==> config.mk <==
export PLATFORM = sky130hd
export DESIGN_NAME = fuse_system_config_decode
export DESIGN_NICKNAME = d
export VERILOG_FILES = /design/src/fuse_cfg_pkg.sv /design/src/fuse_sync2.sv /design/src/fuse_startup_delay.sv /design/src/fuse_system_config_decode.sv
export SDC_FILE = /design/constraint.sdc
export NUM_CORES = 1
export LEC_CHECK = 0
export BUFFER_PORTS_ARGS = -buffer_cell sky130_fd_sc_hd__buf_2
export CORE_ASPECT_RATIO = 0.6
export CORE_MARGIN = 5
export CORE_UTILIZATION = 35
export DETAILED_ROUTE_END_ITERATION = 10
export PLACE_DENSITY = 0.52
export SLEW_MARGIN = 20
export SYNTH_ARGS = -nofsm -noshare
export SYNTH_HDL_FRONTEND = slang
export SYNTH_HIERARCHICAL = 1
export SYNTH_SLANG_ARGS = --single-unit
export TNS_END_PERCENT = 50
==> constraint.sdc <==
create_clock -name MCLK -period 2.7 [get_ports MCLK]
set_input_delay 0.675 -clock MCLK [delete_from_list [all_inputs] [get_ports MCLK]]
set_output_delay 0.675 -clock MCLK [all_outputs]
set_load 0.01 [all_outputs]
==> src/fuse_cfg_pkg.sv <==
// Summary of operation
// - Guard fuse bit locks oscillator calibration registers
// - Frequency select: 0x1 16 MHz, 0x2 20 MHz
// - Frequency select picks factory calibration set loaded
// - CRC source selects scan target or none
// - Pin function: GPIO, debug port, reset input
// - Preserve bit keeps EEPROM on unlocked chip erase
// - Locked device always erases EEPROM on chip erase
// - Start-up delay zero or 2^(code-1) ms
// - Application end boundary in 256-byte blocks
// - Zero application end: code to top of flash
// - Boot end boundary; zero means all boot
// - Device open only with key 0xC5
// - Locked debug port reaches only its own space
package fuse_cfg_pkg;

  // Register indices; byte address is four times the index
  localparam logic [5:0] IDX_OSC_CFG    = 6'h02;
  localparam logic [5:0] IDX_SYS_CFG0   = 6'h05;
  localparam logic [5:0] IDX_STARTUP    = 6'h06;
  localparam logic [5:0] IDX_APP_END    = 6'h07;
  localparam logic [5:0] IDX_BOOT_END   = 6'h08;
  localparam logic [5:0] IDX_LOCK_KEY   = 6'h0A;
  localparam logic [5:0] IDX_STATUS     = 6'h0C;

  // Field positions
  localparam int unsigned OSC_GUARD_BIT    = 7;
  localparam int unsigned FREQ_LSB         = 0;
  localparam int unsigned CRC_LSB          = 6;
  localparam int unsigned PIN_LSB          = 2;
  localparam int unsigned PRESERVE_BIT     = 0;
  localparam int unsigned SUT_LSB          = 0;
  localparam int unsigned STAT_RUN_BIT     = 0;
  localparam int unsigned STAT_LOCKED_BIT  = 1;
  localparam int unsigned STAT_FRSV_BIT    = 2;
  localparam int unsigned STAT_PRSV_BIT    = 3;

  // Implemented bits of each fuse byte, others read zero
  localparam logic [7:0] OSC_READ_MASK  = 8'h83;
  localparam logic [7:0] SYS0_READ_MASK = 8'hCD;
  localparam logic [7:0] SUT_READ_MASK  = 8'h07;

  // Shadow values before the first capture
  localparam logic [7:0] OSC_CFG_RST    = 8'h02;
  localparam logic [7:0] SYS_CFG0_RST   = 8'hC4;
  localparam logic [7:0] STARTUP_RST    = 8'h07;
  localparam logic [7:0] APP_END_RST    = 8'h00;
  localparam logic [7:0] BOOT_END_RST   = 8'h00;
  localparam logic [7:0] LOCK_KEY_RST   = 8'h00;

  // Encodings
  localparam logic [1:0] FREQ_16M       = 2'h1;
  localparam logic [1:0] FREQ_20M       = 2'h2;
  localparam logic [1:0] CRC_FULL       = 2'h0;
  localparam logic [1:0] CRC_BOOT       = 2'h1;
  localparam logic [1:0] CRC_BOOTAPP    = 2'h2;
  localparam logic [1:0] CRC_NONE       = 2'h3;
  localparam logic [1:0] PIN_GPIO       = 2'h0;
  localparam logic [1:0] PIN_DEBUG      = 2'h1;
  localparam logic [1:0] PIN_RESET      = 2'h2;
  localparam logic [7:0] OPEN_KEY       = 8'hC5;
  localparam logic [7:0] BOUNDARY_ZERO  = 8'h00;
  localparam logic [2:0] SUT_NONE       = 3'h0;

  // Start-up timing: one millisecond, rounded up to whole cycles
  localparam int unsigned MS_UNIT_NS    = 1000000;
  localparam int unsigned CLK_PERIOD_NS = 25;
  localparam int unsigned MS_CYCLES     = (MS_UNIT_NS + CLK_PERIOD_NS - 1) / CLK_PERIOD_NS;
  localparam int unsigned MS_CNT_W      = 7;

  // Loader sequence, Gray coded along the path
  typedef enum logic [1:0]
  {
    S_FILL = 2'b00,
    S_LOAD = 2'b01,
    S_WAIT = 2'b11,
    S_RUN  = 2'b10
  } load_state_e;

endpackage

==> src/fuse_sync2.sv <==
`timescale 1ns/10ps
module fuse_sync2 #(
  parameter int unsigned WIDTH = 8
)(
  input  wire logic             clk,    // System clock
  input  wire logic             rst_b,  // Async reset, active low
  input  wire logic             ce,     // Clock enable
  input  wire logic [WIDTH-1:0] d,      // Asynchronous input
  output logic      [WIDTH-1:0] q       // Synchronised output
);

  logic [WIDTH-1:0] meta_reg;

  // Two stages; only the second stage reads the first
  always_ff @(posedge clk or negedge rst_b)
  begin
    if (!rst_b)
    begin
      meta_reg <= '0;
      q        <= '0;
    end
    else if (ce)
    begin
      meta_reg <= d;
      q        <= meta_reg;
    end
  end

endmodule // fuse_sync2

==> src/fuse_startup_delay.sv <==
`timescale 1ns/10ps
module fuse_startup_delay import fuse_cfg_pkg::*; #(
  parameter int unsigned CYCLES_PER_MS = MS_CYCLES
)(
  input  wire logic       clk,    // System clock
  input  wire logic       rst_b,  // Async reset, active low
  input  wire logic       ce,     // Clock enable
  input  wire logic       start,  // Begin delay, one-cycle pulse
  input  wire logic [2:0] code,   // Start-up select code
  output logic            done    // Delay elapsed, level
);

  localparam int unsigned PRE_W = (CYCLES_PER_MS > 1) ? $clog2(CYCLES_PER_MS) : 1;
  localparam logic [PRE_W-1:0] PRE_LAST = PRE_W'(CYCLES_PER_MS - 1);

  logic                run_reg;
  logic [PRE_W-1:0]    pre_reg;
  logic [MS_CNT_W-1:0] ms_reg;
  logic [MS_CNT_W-1:0] target_reg;
  logic [MS_CNT_W-1:0] ms_next;

  assign ms_next = ms_reg + 1'b1;

  // Millisecond prescaler and count; code zero finishes at once
  always_ff @(posedge clk or negedge rst_b)
  begin
    if (!rst_b)
    begin
      run_reg    <= 1'b0;
      done       <= 1'b0;
      pre_reg    <= '0;
      ms_reg     <= '0;
      target_reg <= '0;
    end
    else if (ce)
    begin
      if (start)
      begin
        run_reg    <= (code != SUT_NONE);
        done       <= (code == SUT_NONE);
        pre_reg    <= '0;
        ms_reg     <= '0;
        target_reg <= (code == SUT_NONE) ? '0 : MS_CNT_W'(1) << (code - 3'h1);
      end
      else if (run_reg)
      begin
        if (pre_reg == PRE_LAST)
        begin
          pre_reg <= '0;
          ms_reg  <= ms_next;
          if (ms_next == target_reg)
          begin
            run_reg <= 1'b0;
            done    <= 1'b1;
          end
        end
        else
        begin
          pre_reg <= pre_reg + 1'b1;
        end
      end
    end
  end

endmodule // fuse_startup_delay

==> src/fuse_system_config_decode.sv <==
// The strobed register port was chosen for this implementation.
`timescale 1ns/10ps
module fuse_system_config_decode import fuse_cfg_pkg::*; #(
  parameter int unsigned CYCLES_PER_MS = MS_CYCLES,
  parameter logic [8:0]  FLASH_BLOCKS  = 9'h010,
  parameter int unsigned COARSE_W      = 7,
  parameter int unsigned TEMP_W        = 4
)(
  input  wire logic                MCLK,            // System clock
  input  wire logic                RST_B,           // Async reset, active low
  input  wire logic                CLK_EN,          // Clock enable, freezes all state
  input  wire logic [7:0]          FUSE_OSC_CFG,    // Oscillator fuse byte
  input  wire logic [7:0]          FUSE_SYS_CFG0,   // System config fuse byte
  input  wire logic [7:0]          FUSE_STARTUP,    // Start-up fuse byte
  input  wire logic [7:0]          FUSE_APP_END,    // Application end fuse byte
  input  wire logic [7:0]          FUSE_BOOT_END,   // Boot end fuse byte
  input  wire logic [7:0]          FUSE_LOCK_KEY,   // Lock key fuse byte
  input  wire logic [COARSE_W-1:0] CAL_COARSE_16M,  // Factory coarse set, 16 MHz
  input  wire logic [TEMP_W-1:0]   CAL_TEMP_16M,    // Factory temp set, 16 MHz
  input  wire logic [COARSE_W-1:0] CAL_COARSE_20M,  // Factory coarse set, 20 MHz
  input  wire logic [TEMP_W-1:0]   CAL_TEMP_20M,    // Factory temp set, 20 MHz
  input  wire logic [7:0]          ADDR,            // Register byte address
  input  wire logic [7:0]          WDATA,           // Register write data
  input  wire logic                WR,              // Write strobe
  input  wire logic                RD,              // Read strobe
  output logic      [7:0]          RDATA,           // Read data, cycle after RD
  output logic                     OSC_CAL_LOCK,    // Calibration write guard
  output logic                     OSC_SEL_16M,     // Oscillator runs at 16 MHz
  output logic                     OSC_SEL_20M,     // Oscillator runs at 20 MHz
  output logic      [COARSE_W-1:0] OSC_COARSE_CAL,  // Coarse calibration value
  output logic      [TEMP_W-1:0]   OSC_TEMP_CAL,    // Temperature calibration value
  output logic                     OSC_CAL_WRITE,   // Calibration load pulse
  output logic                     CRC_SCAN_EN,     // Memory scan enabled
  output logic      [8:0]          CRC_SCAN_LIMIT,  // Scan end, 256-byte blocks
  output logic                     PIN_FUNC_GPIO,   // Shared pin is general I/O
  output logic                     PIN_FUNC_DEBUG,  // Shared pin is debug port
  output logic                     PIN_FUNC_RESET,  // Shared pin is reset input
  input  wire logic                CHIP_ERASE,      // Chip erase request pulse
  output logic                     ERASE_FLASH,     // Flash erase pulse
  output logic                     ERASE_EEPROM,    // EEPROM erase pulse
  output logic      [8:0]          BOOT_END_BLK,    // Boot section end block
  output logic      [8:0]          APP_END_BLK,     // Application code end block
  input  wire logic [7:0]          QUERY_BLK,       // Flash block to classify
  output logic                     QUERY_BOOT,      // Block is boot section
  output logic                     QUERY_APP_CODE,  // Block is application code
  output logic                     QUERY_APP_DATA,  // Block is application data
  output logic                     DEVICE_LOCKED,   // Lock key not valid
  input  wire logic                DBG_REQ,         // Debug port access request
  input  wire logic                DBG_SYS_SPACE,   // Request targets system bus
  output logic                     DBG_GRANT,       // Access allowed
  output logic                     DBG_DENY,        // Access refused
  output logic      [7:0]          LOCK_PROG_DATA,  // Lock key to program
  output logic                     LOCK_PROG_STB,   // Lock key program pulse
  output logic                     CODE_EXEC_EN     // Start-up complete
);

  localparam int unsigned CAL_W = COARSE_W + TEMP_W;

  load_state_e         state_reg;
  logic                fill_reg;
  logic [47:0]         fuse_s;
  logic [2*CAL_W-1:0]  cal_s;
  logic [7:0]          osc_reg;
  logic [7:0]          sys0_reg;
  logic [7:0]          sut_reg;
  logic [7:0]          app_reg;
  logic [7:0]          boot_reg;
  logic [7:0]          lock_reg;
  logic                loaded_reg;
  logic                delay_done;
  logic [1:0]          freq_sel;
  logic [1:0]          crc_sel;
  logic [1:0]          pin_sel;
  logic [8:0]          boot_end_next;
  logic [8:0]          app_end_next;
  logic [8:0]          query_ext;
  logic [5:0]          bus_idx;
  logic                bus_aligned;
  logic [7:0]          rdata_next;
  logic [7:0]          status_byte;

  // Fuse bytes and calibration sets come from outside this clock domain
  fuse_sync2 #(.WIDTH(48)) u_fuse_sync
  (
    .clk   (MCLK),
    .rst_b (RST_B),
    .ce    (CLK_EN),
    .d     ({FUSE_OSC_CFG, FUSE_SYS_CFG0, FUSE_STARTUP, FUSE_APP_END, FUSE_BOOT_END, FUSE_LOCK_KEY}),
    .q     (fuse_s)
  );

  fuse_sync2 #(.WIDTH(2*CAL_W)) u_cal_sync
  (
    .clk   (MCLK),
    .rst_b (RST_B),
    .ce    (CLK_EN),
    .d     ({CAL_COARSE_16M, CAL_TEMP_16M, CAL_COARSE_20M, CAL_TEMP_20M}),
    .q     (cal_s)
  );

  // Loader sequence: fill the synchroniser, capture once, wait, run
  always_ff @(posedge MCLK or negedge RST_B)
  begin
    if (!RST_B)
    begin
      state_reg <= S_FILL;
      fill_reg  <= 1'b0;
    end
    else if (CLK_EN)
    begin
      case (state_reg)
        S_FILL:
        begin
          fill_reg <= 1'b1;
          if (fill_reg)
            state_reg <= S_LOAD;
        end
        S_LOAD:  state_reg <= S_WAIT;
        S_WAIT:
        begin
          if (delay_done)
            state_reg <= S_RUN;
        end
        S_RUN:   state_reg <= S_RUN;
        default: state_reg <= S_FILL;
      endcase
    end
  end

  // Single capture; later fuse changes wait for the next reset
  always_ff @(posedge MCLK or negedge RST_B)
  begin
    if (!RST_B)
    begin
      osc_reg    <= OSC_CFG_RST;
      sys0_reg   <= SYS_CFG0_RST;
      sut_reg    <= STARTUP_RST;
      app_reg    <= APP_END_RST;
      boot_reg   <= BOOT_END_RST;
      lock_reg   <= LOCK_KEY_RST;
      loaded_reg <= 1'b0;
    end
    else if (CLK_EN && state_reg == S_LOAD)
    begin
      {osc_reg, sys0_reg, sut_reg, app_reg, boot_reg, lock_reg} <= fuse_s;
      loaded_reg <= 1'b1;
    end
  end

  fuse_startup_delay #(.CYCLES_PER_MS(CYCLES_PER_MS)) u_delay
  (
    .clk   (MCLK),
    .rst_b (RST_B),
    .ce    (CLK_EN),
    .start (state_reg == S_LOAD),
    .code  (fuse_s[24+SUT_LSB +: 3]),
    .done  (delay_done)
  );

  assign freq_sel = osc_reg[FREQ_LSB +: 2];
  assign crc_sel  = sys0_reg[CRC_LSB +: 2];
  assign pin_sel  = sys0_reg[PIN_LSB +: 2];

  // Zero boot end makes all flash boot; zero app end runs code to the top
  assign boot_end_next = (boot_reg == BOUNDARY_ZERO) ? FLASH_BLOCKS : {1'b0, boot_reg};
  assign app_end_next  = (boot_reg == BOUNDARY_ZERO || app_reg == BOUNDARY_ZERO)
                         ? FLASH_BLOCKS : {1'b0, app_reg};
  assign query_ext     = {1'b0, QUERY_BLK};

  // Decoded configuration, registered for clean fan-out
  always_ff @(posedge MCLK or negedge RST_B)
  begin
    if (!RST_B)
    begin
      OSC_CAL_LOCK   <= 1'b1;
      OSC_SEL_16M    <= 1'b0;
      OSC_SEL_20M    <= 1'b0;
      CRC_SCAN_EN    <= 1'b0;
      CRC_SCAN_LIMIT <= '0;
      PIN_FUNC_GPIO  <= 1'b0;
      PIN_FUNC_DEBUG <= 1'b0;
      PIN_FUNC_RESET <= 1'b0;
      BOOT_END_BLK   <= '0;
      APP_END_BLK    <= '0;
      DEVICE_LOCKED  <= 1'b1;
    end
    else if (CLK_EN && loaded_reg)
    begin
      OSC_CAL_LOCK   <= osc_reg[OSC_GUARD_BIT];
      OSC_SEL_16M    <= (freq_sel == FREQ_16M);
      OSC_SEL_20M    <= (freq_sel == FREQ_20M);
      CRC_SCAN_EN    <= (crc_sel != CRC_NONE);
      if (crc_sel == CRC_BOOT)
        CRC_SCAN_LIMIT <= boot_end_next;
      else if (crc_sel == CRC_BOOTAPP)
        CRC_SCAN_LIMIT <= app_end_next;
      else if (crc_sel == CRC_FULL)
        CRC_SCAN_LIMIT <= FLASH_BLOCKS;
      else
        CRC_SCAN_LIMIT <= '0;
      PIN_FUNC_GPIO  <= (pin_sel == PIN_GPIO);
      PIN_FUNC_DEBUG <= (pin_sel == PIN_DEBUG);
      PIN_FUNC_RESET <= (pin_sel == PIN_RESET);
      BOOT_END_BLK   <= boot_end_next;
      APP_END_BLK    <= app_end_next;
      DEVICE_LOCKED  <= (lock_reg != OPEN_KEY);
    end
  end

  // Calibration set follows the frequency choice; reserved codes take 20 MHz
  always_ff @(posedge MCLK or negedge RST_B)
  begin
    if (!RST_B)
    begin
      OSC_COARSE_CAL <= '0;
      OSC_TEMP_CAL   <= '0;
      OSC_CAL_WRITE  <= 1'b0;
    end
    else if (CLK_EN)
    begin
      OSC_CAL_WRITE <= (state_reg == S_LOAD);
      if (state_reg == S_LOAD)
      begin
        if (fuse_s[40+FREQ_LSB +: 2] == FREQ_16M)
          {OSC_COARSE_CAL, OSC_TEMP_CAL} <= cal_s[2*CAL_W-1:CAL_W];
        else
          {OSC_COARSE_CAL, OSC_TEMP_CAL} <= cal_s[CAL_W-1:0];
      end
    end
  end

  // Section of a queried block: below boot end, below app end, else data
  always_ff @(posedge MCLK or negedge RST_B)
  begin
    if (!RST_B)
    begin
      QUERY_BOOT     <= 1'b0;
      QUERY_APP_CODE <= 1'b0;
      QUERY_APP_DATA <= 1'b0;
    end
    else if (CLK_EN)
    begin
      QUERY_BOOT     <= loaded_reg && (query_ext < boot_end_next);
      QUERY_APP_CODE <= loaded_reg && (query_ext >= boot_end_next) && (query_ext < app_end_next);
      QUERY_APP_DATA <= loaded_reg && (query_ext >= app_end_next);
    end
  end

  // Chip erase; a locked device never keeps its EEPROM
  always_ff @(posedge MCLK or negedge RST_B)
  begin
    if (!RST_B)
    begin
      ERASE_FLASH  <= 1'b0;
      ERASE_EEPROM <= 1'b0;
    end
    else if (CLK_EN)
    begin
      ERASE_FLASH  <= CHIP_ERASE && loaded_reg;
      ERASE_EEPROM <= CHIP_ERASE && loaded_reg
                      && (DEVICE_LOCKED || !sys0_reg[PRESERVE_BIT]);
    end
  end

  // Debug access gate; before the first capture the device counts as locked
  assign DBG_GRANT = DBG_REQ && (!DBG_SYS_SPACE || !DEVICE_LOCKED);
  assign DBG_DENY  = DBG_REQ && DBG_SYS_SPACE && DEVICE_LOCKED;

  assign CODE_EXEC_EN = (state_reg == S_RUN);

  // Register decode; misaligned or unmapped reads return zero
  assign bus_idx     = ADDR[7:2];
  assign bus_aligned = (ADDR[1:0] == 2'h0);

  always_comb
  begin
    status_byte = 8'h00;
    status_byte[STAT_RUN_BIT]    = CODE_EXEC_EN;
    status_byte[STAT_LOCKED_BIT] = DEVICE_LOCKED;
    status_byte[STAT_FRSV_BIT]   = loaded_reg && (freq_sel != FREQ_16M) && (freq_sel != FREQ_20M);
    status_byte[STAT_PRSV_BIT]   = loaded_reg && (pin_sel == 2'h3);
  end

  always_comb
  begin
    rdata_next = 8'h00;
    if (!bus_aligned)
      rdata_next = 8'h00;
    else if (bus_idx == IDX_OSC_CFG)
      rdata_next = osc_reg & OSC_READ_MASK;
    else if (bus_idx == IDX_SYS_CFG0)
      rdata_next = sys0_reg & SYS0_READ_MASK;
    else if (bus_idx == IDX_STARTUP)
      rdata_next = sut_reg & SUT_READ_MASK;
    else if (bus_idx == IDX_APP_END)
      rdata_next = app_reg;
    else if (bus_idx == IDX_BOOT_END)
      rdata_next = boot_reg;
    else if (bus_idx == IDX_LOCK_KEY)
      rdata_next = lock_reg;
    else if (bus_idx == IDX_STATUS)
      rdata_next = status_byte;
  end

  // Read data holds only in the cycle after the strobe
  always_ff @(posedge MCLK or negedge RST_B)
  begin
    if (!RST_B)
      RDATA <= 8'h00;
    else if (CLK_EN)
      RDATA <= RD ? rdata_next : 8'h00;
  end

  // Lock key write requests fuse programming; decode changes after reset
  always_ff @(posedge MCLK or negedge RST_B)
  begin
    if (!RST_B)
    begin
      LOCK_PROG_DATA <= 8'h00;
      LOCK_PROG_STB  <= 1'b0;
    end
    else if (CLK_EN)
    begin
      LOCK_PROG_STB <= WR && bus_aligned && (bus_idx == IDX_LOCK_KEY);
      if (WR && bus_aligned && bus_idx == IDX_LOCK_KEY)
        LOCK_PROG_DATA <= WDATA;
    end
  end
endmodule // fuse_system_config_decode

Yosys cells after proc, flatten, opt, wreduce, memory -nomap -nowiden
Cells that the tools add are included.

Register bits: 288. Input bits: 102. Output and inout port bits: 72. Logic and storage cells: 148.

Add/sub/neg operators: 3. Magnitude comparators: 4. Equality and inequality tests: 26. Shifts and indexed selects: 1. Multiplexer cells: 34. Reductions and logical operators: 40.

Operators with widths (count): $mux 8 (12); $mux 16 (3); $mux 7 (5); $eq 6x3->1 const B (3); $eq 6x4->1 const B (3); $add 16x1->16 const B (1); $eq 16x16->1 const B (1); $ge 8x8->1 (2); $logic_and 1x1->1 (16); $logic_not 8->1 (2); $lt 8x8->1 (2); $eq 2x2->1 const B (6); $eq 2x1->1 const B (5); $logic_not 2->1 (4); $mux 1 (8); $mux 4 (2); $ne 8x8->1 const B (1); $pmux 2 s4 (1); $reduce_and 2->1 (4); $add 7x1->7 const B (1); $eq 7x7->1 (1); $shl 1x3->7 const A (1); $eq 6x2->1 const B (1); $ne 2x2->1 const B (3); other kinds (11) (20).

Logic depth before layout (Yosys ltp)
Depth in word-level cells: 12. Gate-level depth with buffers: 9. Gate-level depth less buffers: 9.

By module
The synthesis kept the hierarchy.

Modules (own cells, without submodules): fuse_system_config_decode (times used 1, cells an instance 457, area each 5043.6 um^2, sequential area each 2638.8 um^2); fuse_sync2 (u_fuse_sync) (times used 1, cells an instance 203, area each 3764.9 um^2, sequential area each 2402.3 um^2); fuse_startup_delay (times used 1, cells an instance 199, area each 1858.0 um^2, sequential area each 800.8 um^2); fuse_sync2 (u_cal_sync) (times used 1, cells an instance 93, area each 1838.0 um^2, sequential area each 1101.1 um^2).

Worst setup path after synthesis
No wires, ideal clock.

Kind: register to register. Start point: reg app_reg[3]. End point: reg QUERY_APP_CODE. Setup time: 0.078 ns. Arrival time: 2.027 ns. Data required time: 2.622 ns. Setup slack: 0.595 ns. Cell stages (with the launch flop): 10. Clock period less this slack: 2.105 ns. Cells stage by stage: dfrtp_1 -> or4_1 -> nor4_1 -> nor3_1 -> ha_1 -> a21oi_1 -> nor2_1 -> a211oi_1 -> o2111ai_1 -> o2bb2ai_1.

Cells in the longest elaborated chain, start to end: 5.

Ends and longest elaborated chain: start: declaration (line fuse_system_config_decode.sv:66) `logic [7:0] app_reg;`; start signal: assignment (line fuse_system_config_decode.sv:145) `{osc_reg, sys0_reg, sut_reg, app_reg, boot_reg, lock_reg} <= fuse_s;`; $logic_not 8->1 (line fuse_system_config_decode.sv:166) `assign app_end_next = (boot_reg == BOUNDARY_ZERO || app_reg == BOUNDARY_ZERO)`; $logic_or 1x1->1 (line fuse_system_config_decode.sv:166); $mux 8 (*) (line fuse_system_config_decode.sv:167) `? FLASH_BLOCKS : {1'b0, app_reg};`; $lt 8x8->1 (*) (line fuse_system_config_decode.sv:244) `QUERY_APP_CODE <= loaded_reg && (query_ext >= boot_end_next) && (query_ext < app_end_next);`; $logic_and 1x1->1 (*) (line fuse_system_config_decode.sv:244); end signal: assignment (line fuse_system_config_decode.sv:244); end: declaration (line fuse_system_config_decode.sv:45) `output logic QUERY_APP_CODE,`.

Mark *: on every way between the ends. The rest lies on a longest branch, timed or not. A chain may end at the register's enable or synchronous reset.

Worst setup path after layout
Start point: reg app_reg[5]. End point: reg QUERY_APP_CODE.

Same word-level chain as after synthesis.

==> Implementation_results.wiki <==
{| class="wikitable"
! Metric !! Value
|-
| Register clock-pin slew on the reported worst setup and hold paths || 0.06 ns
|-
| Insertion delay to the later sink of the worst-skew pair || 0.53 ns
|-
| Area of the core || 32400 µm²
|-
| Final hold violations || 0
|-
| Max Clock Freq || 413 MHz
|-
| 1st-pass router iterations || 5
|-
| Clock power frac || 37.0%
|-
| Clk_skew || 0.0118 ns
|-
| DRC marker count from the first detailed-route iteration || 412
|-
| Non-filler instance count after layout || 1500
|-
| Maximum buffer depth of the clock tree || 3
|-
| Highest metal layer with signal wires || met5
|-
| TritonCTS clock tree || done
|-
| Antenna violations before repair || 1
|-
| Pint || 7.29 mW
|-
| Total count of max-transition violations in the final report || 0
|-
| TNS Setup || 0 ns
|-
| CP arrival || 2.88 ns
|-
| Critical Setup Path Class || reg2reg
|-
| Max transition margin || 53.5%
|-
| Amount of wire on met3 after detailed routing || 1.68 mm
|-
| Maximum number of pins on one net before global-route repair || 103
|-
| CTS hold repair buffers || 0
|-
| Post-detailed-route wirelength per cell || 19.6 µm
|-
| Final core utilization || 41.8%
|-
| Total Power Consumption || 10.1 mW
|-
| Setup slack of the worst register-to-register path || 0.28 ns
|-
| Overall die area || 36700 µm²
|-
| PortBufs || 157
|-
| Part of the power in registers || 47.1%
|-
| Clock sink count || 251
|-
| First-pass GRT wire length || 45.5 mm
|-
| Power share of the combinational group || 15.9%
|-
| Leakage || 6.31 nW
|-
| TritonCTS buffer count || 26
|-
| Class of the tightest hold or removal check || in2async
|-
| Post-placement cell count || 1452
|-
| Min Clock Period, post-route || 2.42 ns
|-
| GR Util All Layers || 15.9%
|-
| Metal1 wirelength || 15.9 mm
|-
| Setup bufs post-CTS || 0
|-
| CP startpoint kind || flip-flop
|-
| Horizontal extent of the die || 244 µm
|-
| Worst slack after detailed placement || 0.235 ns
|-
| Depth of the CTS H-tree || 1
|-
| Number of nets with antenna violations after detailed routing || 0
|-
| Share of the clock period used by the worst path after layout || 89.6%
|-
| Starting utilization of the core area || 35.5%
|-
| Final setup slack of the worst path || 0.281 ns
|-
| Clock Tree Root || clkbuf_16
|-
| Wire length after detailed routing || 29.3 mm
|-
| Nature of the critical path endpoint || flip-flop
|-
| Number of top-level pins || 174
|-
| Remaining global-route overflow || 0
|-
| Total of max-cap violations || 0
|-
| Via density || 5.00
|-
| Via count of the first global-routing pass || 7346
|-
| Unrepaired setup endpoints after global routing || false
|-
| Highest fanout seen on the critical path || 5
|-
| Relative area change from synthesis to final layout || 17.7%
|-
| Cell Pwr Density || 742 nW/µm²
|-
| Gates resized, CTS repair || 0
|-
| Switching power of the nets || 2.77 mW
|-
| Placement Rows || 51
|-
| Final number of setup-violating endpoints || 0
|-
| Final #Nets || 1177
|-
| Run status || finished clean
|-
| Actual transition at the worst max-transition pin || 0.697 ns
|-
| DPL Wire Length || 21.6 mm
|-
| Avg Inst Size Synth || 12.8 µm²
|-
| DIE HEIGHT || 151 µm
|-
| Post-synth design cell area || 11500 µm²
|-
| Routed length on met2 || 11.4 mm
|-
| Post-Syn Instances || 900
|-
| YS warnings || 6
|-
| # diodes || 0
|-
| Remaining routing DRC violations || 0
|-
| Required time reported for the critical path endpoint || 3.16 ns
|-
| Sw Ratio || 27.5%
|-
| Final GP Congestion || 0.840
|-
| Proportion of layout cells with a drive suffix above 1 || 36.6%
|-
| Peak supply drop || 763 µV
|-
| Number of vias in the routed layout || 7501
|}
through the flow:
stage / hold slack, ns / area [µm²]
floorplan: 0.379 / 11500
global placement: 0.459 / 12700
detailed placement: 0.463 / 12700
CTS: 0.104 / 13600
global route: 0.137 / 13600
finish: 0.0944 / 13600
routing by layer:
layer / up-vias / global-route usage, %
met2: 177 / 20.6
met4: 2 / 2.40
met3: 32 / 3.44
li1: 3549 / -
met1: 3741 / 26.7
met5: - / 0
power groups by stage:
stage	logic, mW	clock network, mW	registers [mW]
floorplan	0.992	0	4.69
global placement	1.58	0	4.80
detailed placement	1.61	0	4.81
CTS	1.61	3.84	4.74
global route	1.78	3.98	4.81
finish	1.60	3.73	4.74
worst max-delay path, stage by stage (launching register included):
cell,delay [ns]
dfrtp_1,0.43
or4_1,0.51
nor4_1,0.18
nor3_1,0.17
ha_1,0.22
a21oi_1,0.15
nor2_1,0.06
a211oi_1,0.32
o2111ai_1,0.16
o2bb2ai_1,0.15
path summary, 6_finish.rpt:
check / end / from / cells after the start
worst max register to register: QUERY_APP_CODE$_DFFE_PN0P_ / app_reg[5]$_DFFE_PN0P_ / 9
worst min register to register: OSC_TEMP_CAL[0]$_DFFE_PN0P_ / OSC_TEMP_CAL[0]$_DFFE_PN0P_ / 2
worst max-delay path: QUERY_APP_CODE$_DFFE_PN0P_ / app_reg[5]$_DFFE_PN0P_ / 9
min in group MCLK: LOCK_PROG_DATA[4]$_DFFE_PN0P_ / WDATA[4] / 2
worst min-delay path: u_delay/pre_reg[12]$_DFFE_PN0P_ / RST_B / 1
max in group asynchronous: sys0_reg[2]$_DFFE_PN1P_ / RST_B / 2
cell usage in the layout (no fill, tap or decap), drive strengths merged, types with 13 or more instances in the layout:
| master | count |
|---|---|
| a21oi | 23 |
| buf | 174 |
| clkbuf | 37 |
| dfrtp | 242 |
| ha | 19 |
| inv | 25 |
| mux2 | 161 |
| mux2i | 20 |
| nand2 | 81 |
| nand3 | 13 |
| nor2 | 29 |
| nor3 | 15 |
| o21ai | 65 |
area by class of cell:
cell class              count  area [µm²]
multi-input cells         578        4750
clock buffers              37         783
flip-flops and latches    251        6290
fillers                  3069       18900
inverters                  25        93.8
repair buffers            174         992
well taps                 424         531
clock inverters            11         115
(Power assumes the default switching activity.)
